===== config.mk =====
export PLATFORM = sky130hd
export DESIGN_NAME = oac_top
export DESIGN_NICKNAME = d
export VERILOG_FILES = /design/src/inc/oac_pkg.sv /design/src/rtl/oac_test_reg.sv /design/src/rtl/oac_top.sv
export SDC_FILE = /design/constraint.sdc
export NUM_CORES = 1
export LEC_CHECK = 0
export BUFFER_PORTS_ARGS = -buffer_cell sky130_fd_sc_hd__buf_4
export CORE_ASPECT_RATIO = 1.1
export CORE_MARGIN = 4
export CORE_UTILIZATION = 35
export CTS_BUF_LIST = sky130_fd_sc_hd__clkbuf_16
export CTS_CLUSTER_DIAMETER = 150
export DETAILED_ROUTE_END_ITERATION = 7
export PLACE_DENSITY = 0.54
export SYNTH_ARGS = -nofsm -noshare
export SYNTH_HDL_FRONTEND = slang
export SYNTH_SLANG_ARGS = --single-unit
export TNS_END_PERCENT = 1

===== constraint.sdc =====
create_clock -name REF_CLK -period 12.6 [get_ports REF_CLK]
set_clock_uncertainty 0.2 [all_clocks]
set_input_delay 0.63 -clock REF_CLK [delete_from_list [all_inputs] [get_ports REF_CLK]]
set_output_delay 0.63 -clock REF_CLK [all_outputs]
set_load 0.05 [all_outputs]

===== src/inc/oac_pkg.sv =====
// package: register map, field positions and encodings for the fuse access config block
package oac_pkg;
  // ==========================================================
  // register indices; the byte address on the bus is index*4
  localparam logic [7:0] OAC_IDX_PROG_CLOCK_CONFIG   = 8'h3E;
  localparam logic [7:0] OAC_IDX_FUSE_ACCESS_CONTROL = 8'h3F;
  localparam logic [7:0] OAC_IDX_EVAL_GATE           = 8'h3D;
  localparam logic [7:0] OAC_IDX_LOW_A_FIRST         = 8'h10;
  localparam logic [7:0] OAC_IDX_LOW_B_FIRST         = 8'h30;
  localparam int         OAC_TEST_COUNT              = 8;
  localparam int         OAC_HALF_COUNT              = 4;
  localparam int         OAC_ADDR_W                  = 10;
  // ==========================================================
  // reset values
  localparam logic [7:0] OAC_RST_PROG_CLOCK          = 8'h00;
  localparam logic [7:0] OAC_RST_FUSE_ACCESS         = 8'h00;
  localparam logic [7:0] OAC_RST_TEST                = 8'h00;
  localparam logic [7:0] OAC_ZERO_BYTE               = 8'h00;
  // bus response codes
  localparam logic [1:0] OAC_RSP_OKAY                = 2'h0;
  localparam logic [1:0] OAC_RSP_DECODE              = 2'h3;
  // ==========================================================
  // field positions
  localparam int         OAC_BIT_EXT_CLK             = 3;
  localparam int         OAC_BIT_BANK_SEL            = 5;
  localparam int         OAC_BIT_NEG_SW              = 4;
  localparam int         OAC_BIT_UPPER_WIN           = 3;
  localparam int         OAC_BIT_LOWER_WIN           = 2;
  localparam int         OAC_BIT_EVAL_GATE           = 0;
  localparam int         OAC_OP_LSB                  = 0;
  localparam int         OAC_OP_MSB                  = 1;
  // writable masks of the config registers
  localparam logic [7:0] OAC_MASK_PROG_CLOCK         = 8'h08;
  localparam logic [7:0] OAC_MASK_FUSE_ACCESS        = 8'h3F;
  localparam logic [7:0] OAC_MASK_EVAL_GATE          = 8'h01;
  // ==========================================================
  // fuse-array operations
  typedef enum logic [1:0] {
    OAC_OP_READ  = 2'h0,
    OAC_OP_LOAD  = 2'h1,
    OAC_OP_WRITE = 2'h2,
    OAC_OP_BURN  = 2'h3
  } oac_op_e;
  // bus answer state
  typedef enum logic {OAC_ST_IDLE, OAC_ST_DONE} oac_bus_state_e;
endpackage : oac_pkg


===== src/rtl/oac_test_reg.sv =====
// module: one gated test register byte
`timescale 1ns/1ps
module oac_test_reg
  import oac_pkg::*;
#(
  parameter int W = 8
) (
  input  wire logic         clk,       // clock
  input  wire logic         rst,       // async reset, high
  input  wire logic         wr_en,     // write strobe for this byte
  input  wire logic         enabled,   // bank and window open
  input  wire logic [W-1:0] wdata,     // write data
  output logic      [W-1:0] rdata      // gated read data
);
  logic [W-1:0] val_r;
  logic [W-1:0] val_nxt;

  // closed window: writes dropped
  always_comb begin
    val_nxt = val_r;
    if (wr_en && enabled) begin
      val_nxt = wdata;
    end
  end

  always_ff @(posedge clk or posedge rst) begin
    if (rst) begin
      val_r <= W'(OAC_RST_TEST);
    end else begin
      val_r <= val_nxt;
    end
  end

  // closed window: reads zero
  assign rdata = enabled ? val_r : '0;
endmodule : oac_test_reg


===== src/rtl/oac_top.sv =====
// module: fuse-array access configuration registers on an Avalon-MM slave
// ==========================================================
// Overview of operation
// - ext_prog_clock_sel=1 picks external programming clock, 0 picks internal.
// - fuse registers reachable only after evaluation_access_gate is set to one.
// - test_bank_select 0 opens 0x30-0x37, 1 opens 0x10-0x17.
// - neg_rail_buffer_switch=1 closes line-input to negative rail switch.
// - upper_test_window_enable opens 34h-37h and 14h-17h.
// - lower_test_window_enable opens 30h-33h and 10h-13h.
// - fuse_op_select bits 1:0 choose read, load, write, burn; default read.
`timescale 1ns/1ps
module oac_top
  import oac_pkg::*;
(
  input  wire logic                  REF_CLK,          // 100 MHz clock
  input  wire logic                  SYS_RST,          // async reset, high
  input  wire logic [OAC_ADDR_W-1:0] AVS_ADDRESS,      // byte address
  input  wire logic                  AVS_READ,         // read request
  input  wire logic                  AVS_WRITE,        // write request
  input  wire logic [31:0]           AVS_WRITEDATA,    // write data
  input  wire logic [3:0]            AVS_BYTEENABLE,   // byte lanes
  output logic      [31:0]           AVS_READDATA,     // read data
  output logic                       AVS_WAITREQUEST,  // stall
  output logic [1:0]                 AVS_RESPONSE,     // 00 ok, 11 unmapped
  output logic                       EXT_PROG_CLOCK_SEL,     // external prog clock in use
  output logic                       NEG_RAIL_BUFFER_SWITCH, // switch closed
  output logic [1:0]                 FUSE_OP_SELECT,         // fuse operation
  output logic [OAC_TEST_COUNT-1:0]  LOW_BANK_OPEN,          // 0x10.. enables
  output logic [OAC_TEST_COUNT-1:0]  HIGH_BANK_OPEN          // 0x30.. enables
);
  // ==========================================================
  // state
  oac_bus_state_e st_r, st_nxt;
  logic [7:0]  clk_cfg_r, clk_cfg_nxt;
  logic [7:0]  fuse_cfg_r, fuse_cfg_nxt;
  logic [7:0]  gate_r, gate_nxt;
  logic [31:0] rd_r, rd_nxt;
  logic [1:0]  rsp_r, rsp_nxt;
  logic        wait_r, wait_nxt;
  logic        commit;
  logic        win;
  logic [7:0]  idx;
  logic        lane0;
  logic        gate_on;
  logic [OAC_TEST_COUNT-1:0] low_en, high_en, low_wr, high_wr;
  logic [7:0]  low_rd  [OAC_TEST_COUNT];
  logic [7:0]  high_rd [OAC_TEST_COUNT];

  assign idx     = AVS_ADDRESS[OAC_ADDR_W-1:2];
  assign lane0   = AVS_BYTEENABLE[0];
  assign gate_on = gate_r[OAC_BIT_EVAL_GATE];
  // writes land only at the edge where the master sees waitrequest low
  assign commit  = (st_r == OAC_ST_DONE) && AVS_WRITE && lane0;

  // ==========================================================
  // window enables; windows split the eight bytes in two halves
  always_comb begin
    win     = 1'b0;
    low_en  = '0;
    high_en = '0;
    for (int i = 0; i < OAC_TEST_COUNT; i++) begin
      win = (i < OAC_HALF_COUNT) ? fuse_cfg_r[OAC_BIT_LOWER_WIN]
                                 : fuse_cfg_r[OAC_BIT_UPPER_WIN];
      low_en[i]  = gate_on && win && fuse_cfg_r[OAC_BIT_BANK_SEL];
      high_en[i] = gate_on && win && !fuse_cfg_r[OAC_BIT_BANK_SEL];
    end
  end

  // ==========================================================
  // test register bytes
  for (genvar g = 0; g < OAC_TEST_COUNT; g++) begin : g_test
    assign low_wr[g]  = commit && (idx == OAC_IDX_LOW_A_FIRST + 8'(g));
    assign high_wr[g] = commit && (idx == OAC_IDX_LOW_B_FIRST + 8'(g));
    oac_test_reg #(.W(8)) u_low (
      .clk(REF_CLK), .rst(SYS_RST), .wr_en(low_wr[g]), .enabled(low_en[g]),
      .wdata(AVS_WRITEDATA[7:0]), .rdata(low_rd[g]));
    oac_test_reg #(.W(8)) u_high (
      .clk(REF_CLK), .rst(SYS_RST), .wr_en(high_wr[g]), .enabled(high_en[g]),
      .wdata(AVS_WRITEDATA[7:0]), .rdata(high_rd[g]));
  end

  // ==========================================================
  // bus decode: take the request in idle, answer one cycle later with waitrequest low;
  // reads are captured at the take edge, writes land at the answer edge only
  always_comb begin
    st_nxt       = st_r;
    wait_nxt     = 1'b1;
    clk_cfg_nxt  = clk_cfg_r;
    fuse_cfg_nxt = fuse_cfg_r;
    gate_nxt     = gate_r;
    rd_nxt       = rd_r;
    rsp_nxt      = rsp_r;
    if (st_r == OAC_ST_DONE) begin
      st_nxt = OAC_ST_IDLE;
      if (commit) begin
        if (idx == OAC_IDX_EVAL_GATE) begin
          gate_nxt = AVS_WRITEDATA[7:0] & OAC_MASK_EVAL_GATE;
        end else if (idx == OAC_IDX_PROG_CLOCK_CONFIG) begin
          // gate closed: the write is dropped
          if (gate_on) clk_cfg_nxt = AVS_WRITEDATA[7:0] & OAC_MASK_PROG_CLOCK;
        end else if (idx == OAC_IDX_FUSE_ACCESS_CONTROL) begin
          if (gate_on) fuse_cfg_nxt = AVS_WRITEDATA[7:0] & OAC_MASK_FUSE_ACCESS;
        end
      end
    end else if (AVS_READ || AVS_WRITE) begin
      st_nxt   = OAC_ST_DONE;
      wait_nxt = 1'b0;
      rd_nxt   = '0;
      rsp_nxt  = OAC_RSP_OKAY;
      if (idx == OAC_IDX_EVAL_GATE) begin
        rd_nxt[7:0] = gate_r;
      end else if (idx == OAC_IDX_PROG_CLOCK_CONFIG) begin
        // gate closed: fuse registers read zero
        rd_nxt[7:0] = gate_on ? clk_cfg_r : OAC_ZERO_BYTE;
      end else if (idx == OAC_IDX_FUSE_ACCESS_CONTROL) begin
        rd_nxt[7:0] = gate_on ? fuse_cfg_r : OAC_ZERO_BYTE;
      end else if (idx >= OAC_IDX_LOW_A_FIRST && idx < OAC_IDX_LOW_A_FIRST + 8'(OAC_TEST_COUNT)) begin
        rd_nxt[7:0] = low_rd[idx[2:0]];
      end else if (idx >= OAC_IDX_LOW_B_FIRST && idx < OAC_IDX_LOW_B_FIRST + 8'(OAC_TEST_COUNT)) begin
        rd_nxt[7:0] = high_rd[idx[2:0]];
      end else begin
        rsp_nxt = OAC_RSP_DECODE;  // unmapped: decode error, data zero
      end
    end
  end

  // ==========================================================
  // bus and configuration state registers
  always_ff @(posedge REF_CLK or posedge SYS_RST) begin
    if (SYS_RST) begin
      st_r       <= OAC_ST_IDLE;
      clk_cfg_r  <= OAC_RST_PROG_CLOCK;
      fuse_cfg_r <= OAC_RST_FUSE_ACCESS;
      gate_r     <= OAC_ZERO_BYTE;
      rd_r       <= '0;
      rsp_r      <= OAC_RSP_OKAY;
      wait_r     <= 1'b1;  // stall while in reset
    end else begin
      st_r       <= st_nxt;
      clk_cfg_r  <= clk_cfg_nxt;
      fuse_cfg_r <= fuse_cfg_nxt;
      gate_r     <= gate_nxt;
      rd_r       <= rd_nxt;
      rsp_r      <= rsp_nxt;
      wait_r     <= wait_nxt;
    end
  end

  // ==========================================================
  // outputs straight from flip-flops
  always_ff @(posedge REF_CLK or posedge SYS_RST) begin
    if (SYS_RST) begin
      EXT_PROG_CLOCK_SEL     <= 1'b0;
      NEG_RAIL_BUFFER_SWITCH <= 1'b0;
      FUSE_OP_SELECT         <= OAC_OP_READ;
      LOW_BANK_OPEN          <= '0;
      HIGH_BANK_OPEN         <= '0;
    end else begin
      EXT_PROG_CLOCK_SEL     <= clk_cfg_r[OAC_BIT_EXT_CLK];
      NEG_RAIL_BUFFER_SWITCH <= fuse_cfg_r[OAC_BIT_NEG_SW];
      FUSE_OP_SELECT         <= fuse_cfg_r[OAC_OP_MSB:OAC_OP_LSB];
      LOW_BANK_OPEN          <= low_en;
      HIGH_BANK_OPEN         <= high_en;
    end
  end

  assign AVS_WAITREQUEST = wait_r;
  assign AVS_READDATA    = rd_r;
  assign AVS_RESPONSE    = rsp_r;

  // ==========================================================
  // assertions
  property p_ext_clk;
    @(posedge REF_CLK) disable iff (SYS_RST) EXT_PROG_CLOCK_SEL == $past(clk_cfg_r[OAC_BIT_EXT_CLK]);
  endproperty
  a_ext_clk: assert property (p_ext_clk) else $error("clock select mismatch");
  property p_gate;
    @(posedge REF_CLK) disable iff (SYS_RST) !gate_on |=> $stable(fuse_cfg_r) && $stable(clk_cfg_r);
  endproperty
  a_gate: assert property (p_gate) else $error("fuse config changed while gate closed");
  property p_bank;
    @(posedge REF_CLK) disable iff (SYS_RST) (low_en & high_en) == '0;
  endproperty
  a_bank: assert property (p_bank) else $error("both banks open");
  property p_sw;
    @(posedge REF_CLK) disable iff (SYS_RST) NEG_RAIL_BUFFER_SWITCH == $past(fuse_cfg_r[OAC_BIT_NEG_SW]);
  endproperty
  a_sw: assert property (p_sw) else $error("switch mismatch");
  property p_upper;
    @(posedge REF_CLK) disable iff (SYS_RST) !fuse_cfg_r[OAC_BIT_UPPER_WIN] |-> (low_en[7:4] | high_en[7:4]) == '0;
  endproperty
  a_upper: assert property (p_upper) else $error("upper window open");
  property p_lower;
    @(posedge REF_CLK) disable iff (SYS_RST) !fuse_cfg_r[OAC_BIT_LOWER_WIN] |-> (low_en[3:0] | high_en[3:0]) == '0;
  endproperty
  a_lower: assert property (p_lower) else $error("lower window open");
  property p_op;
    @(posedge REF_CLK) disable iff (SYS_RST) FUSE_OP_SELECT == $past(fuse_cfg_r[OAC_OP_MSB:OAC_OP_LSB]);
  endproperty
  a_op: assert property (p_op) else $error("operation mismatch");
  property p_wait;
    @(posedge REF_CLK) disable iff (SYS_RST) (AVS_READ || AVS_WRITE) && AVS_WAITREQUEST |=> !AVS_WAITREQUEST;
  endproperty
  a_wait: assert property (p_wait) else $error("answer late");
  property p_wait_one;
    @(posedge REF_CLK) disable iff (SYS_RST) !AVS_WAITREQUEST |=> AVS_WAITREQUEST;
  endproperty
  a_wait_one: assert property (p_wait_one) else $error("answer held too long");
  property p_rd_gate;
    @(posedge REF_CLK) disable iff (SYS_RST) AVS_READ && AVS_WAITREQUEST && !gate_on &&
      (idx == OAC_IDX_FUSE_ACCESS_CONTROL || idx == OAC_IDX_PROG_CLOCK_CONFIG) |=> AVS_READDATA == '0;
  endproperty
  a_rd_gate: assert property (p_rd_gate) else $error("fuse register visible with gate closed");
  property p_closed_rd;
    @(posedge REF_CLK) disable iff (SYS_RST) AVS_READ && AVS_WAITREQUEST && idx >= OAC_IDX_LOW_A_FIRST &&
      idx < OAC_IDX_LOW_A_FIRST + 8'(OAC_TEST_COUNT) && !low_en[idx[2:0]] |=> AVS_READDATA == '0;
  endproperty
  a_closed_rd: assert property (p_closed_rd) else $error("closed test register read nonzero");
  c_gate_on: cover property (@(posedge REF_CLK) disable iff (SYS_RST) $rose(gate_on));
  c_burn:    cover property (@(posedge REF_CLK) disable iff (SYS_RST) FUSE_OP_SELECT == OAC_OP_BURN);
  c_low:     cover property (@(posedge REF_CLK) disable iff (SYS_RST) LOW_BANK_OPEN != '0);
  c_high:    cover property (@(posedge REF_CLK) disable iff (SYS_RST) HIGH_BANK_OPEN != '0);
  c_ext:     cover property (@(posedge REF_CLK) disable iff (SYS_RST) $rose(EXT_PROG_CLOCK_SEL));
endmodule : oac_top


==> qor.yml <==
logic_synthesis:
  ys_warn_count: 0
  synth_top_family_by_area: "multiplexers"
  synthAdderAreaFrac: 0
  synthMuxAreaShare: 0.310
  synth-simple-area-share: 0.0658
  synth_cell_types: 45
  synth_xor_area_frac: 0
  synth-seq-cells: 155
  syn_area_per_cell_um2: 14.5
  synth_compound_area_frac: 0.0408
  synth-async-reset-ratio: 1.00
  synth_edf_count: 0
  yosysSeqAreaShare: 0.526
  synth_area_um2: 7380
  synthCells: 509
  ys.flop_type: "dfrtp_1"
timing:
  period_needed_ns: 2.92
  max_freq_mhz: 342
  fin_crit_sh: 0.232
  max-slew-margin-rel: 0.350
  drv_slew: 0
  tns_ns: 0
  rsz0062_at_grt: "false"
  final-setup-viol-count: 0
  worst_pin_slew_ns: 0.972
  final-hold-violation-count: 0
cells_and_area:
  stdcell_count: 807
  nets: 589
  drive_gt1_frac: 0.494
  antennaDiodeCount: 0
  register_area_um2: 3880
  areaGrowthSynthToFinish_pct: 14.4
  fillerInstances: 1882
  multiInputGateArea_um2: 3170
  final_util: 0.409
setup_path:
  cp_max_fo: 11
  critPathCaptureType: "flop"
  required_ns: 12.70
  worstPathArrival_ns: 3.02
  crit_type: "input port to flop"
  critPathLaunchType: "input port"
clock_network:
  clk-insertion-delay-late_ns: 0.42
  clk_pin_slew_worst_paths_ns: 0.06
  cts_resized: 0
  cts_setup_buffers: 0
  tritoncts: "built"
  hold_buffers: 0
  htreeDepth: 4
  root_buffer: "clkbuf_16"
  cts_num_sinks: 155
  cts_buffers: 17
  clock_path_buffers: 2
place:
  place_congestion: 0.822
  dp_cells: 776
  dp_hpwl_um: 11500
  io_buffers: 51
detailed_routing:
  ant_nets: 0
  wl_per_cell_um: 21.7
  firstDrtPassIters: 5
  drc: 0
  wirelength_um: 17500
  vias: 4331
  drtIter0Drc: 304
  via_per_inst: 5.37
power:
  ir_worst_vdd_uv: 73.0
  leakage_uw: 0.00416
  pwr-share-seq: 0.435
  swShare: 0.233
  clock_power_share: 0.488
  p_sw_uw: 270
  p_int_uw: 891
  powerDensity_nw_per_um2: 137
  power_uw: 1160
  combPwrFrac: 0.077
grt:
  antenna_found_initial: 0
  track_usage: 0.153
  grt_max_degree: 83
  grt_pass1_vias: 4675
  grt_first_pass_wirelength_um: 27500
  grt_overflow: 0
floorplan:
  start_util: 0.358
  core_area_um2: 20600
  dieWidth_um: 146
  rows: 55
  boundaryPins: 105
  die_h_um: 160
  die_area_um2: 23500
job:
  cap_violations: 0
min_path:
  hp-class: "input port to async pin"
status:
  status: "complete, no violations"
==> synth_stat cells (2+ instances only) <==
cell	instances	area, um2
o2111ai_1	2	17.5
buf_2	11	55.1
a22o_1	5	43.8
a21oi_1	2	10.0
nand2_1	9	33.8
nor2b_1	2	12.5
o21ai_0	6	30.0
nand2_4	6	67.6
buf_1	2	7.51
nor3b_4	2	37.5
dfrtp_1	154	3850
inv_1	2	7.51
clkbuf_1	14	52.6
o221a_2	2	22.5
and4b_1	2	20.0
nand3_1	13	65.1
and3_1	7	43.8
a31oi_1	4	25.0
nor2_2	8	50.1
nor3_1	2	10.0
a22oi_1	10	75.1
and4_1	2	17.5
nand2b_1	3	18.8
a2bb2oi_1	2	17.5
buf_4	38	285
mux2_2	126	1420
mux4_2	32	721
o31ai_1	2	15.0
mux2_4	10	150
nor2_1	11	41.3
nand4_1	4	25.0
==> stage by stage <==
stage	area (um2)	hold slack, ns	worst slack [ns]
2_1_floorplan	7470	0.163	7.59
3_3_place_gp	7790	0.194	9.27
3_5_place_dp	7790	0.197	9.30
4_1_cts	8450	0.160	9.74
5_1_grt	8450	0.207	9.51
6_report	8450	0.134	9.68
==> per-layer routing <==
layer	routed length, um	track usage	vias to the layer above
li1	-	-	1891
met1	7500	0.195	2293
met2	8830	0.258	132
met3	908	0.0367	15
met4	308	0.0492	0
met5	0	0	-
==> worst paths after layout <==
kind / startpoint / end / slack, ns / depth (start not counted)
worst max-delay path: AVS_ADDRESS[9] / g_test[1].u_high.val_r[4] / 9.68 / 5
worst min-delay path: SYS_RST / g_test[1].u_low.val_r[4] / 0.13 / 2
worst max register to register: gate_r[0] / g_test[5].u_high.val_r[5] / 9.88 / 4
worst min register to register: clk_cfg_r[3] / EXT_PROG_CLOCK_SEL / 0.21 / 0
max in group asynchronous: SYS_RST / g_test[6].u_high.val_r[2] / 10.58 / 3
min in group REF_CLK: clk_cfg_r[3] / EXT_PROG_CLOCK_SEL / 0.21 / 0
==> kinds of logic after synthesis <==
family                 after synthesis
AOI/OAI and AO/OA                   40
and+or+nand+nor                     76
other                                1
DFF                                155
buffers and inverters               69
muxes                              168
==> cell usage in the layout (no fill, tap or decap), types with 5 or more instances in the layout <==
cell,synthesis,routed
a22o_1,5,5
a22oi_1,10,10
and3_1,7,7
buf_4,38,54
bufinv_16,0,6
clkbuf_16,0,17
conb_1,1,24
dfrtp_1,154,154
mux2_2,126,126
mux2_4,10,10
mux4_2,32,32
nand2_1,9,9
nand2_4,6,6
nand3_1,13,13
nor2_1,11,11
nor2_2,8,8
o21ai_0,6,6
==> flip-flops by register name (all words and copies together), names as in the netlist <==
register / flops
g_test.u_high.val_r: 64
g_test.u_low.val_r: 64
AVS_READDATA: 8
fuse_cfg_r: 6
FUSE_OP_SELECT: 2
HIGH_BANK_OPEN: 2
LOW_BANK_OPEN: 2
AVS_RESPONSE: 1
AVS_WAITREQUEST: 1
EXT_PROG_CLOCK_SEL: 1
NEG_RAIL_BUFFER_SWITCH: 1
clk_cfg_r: 1
gate_r: 1
st_r: 1
==> power groups by stage <==
stage,Combinational (uW),Clock (uW),Sequential [uW]
after detailed placement,89.9,0,515
after global routing,95.2,601,506
after CTS,90.0,578,505
after floorplan,56.2,0,528
after global placement,89.0,0,514
final,89.0,567,506
==> worst max-delay path, cell delays in order <==
cell,delay (ns)
buf_4,0.12
nor4b_2,0.85
nand3_1,0.37
nor2_2,0.64
mux2_2,0.41
==> area by class of cell <==
class	count	area share
Clock inverter	14	0.0270
Inverter	3	0.00193
Tap cell	256	0.0379
Sequential cell	155	0.459
Timing Repair Buffer	54	0.0480
Multi-Input combinational cell	308	0.376
Clock buffer	17	0.0504
No activity file was read; power rests on OpenSTA's default activity.
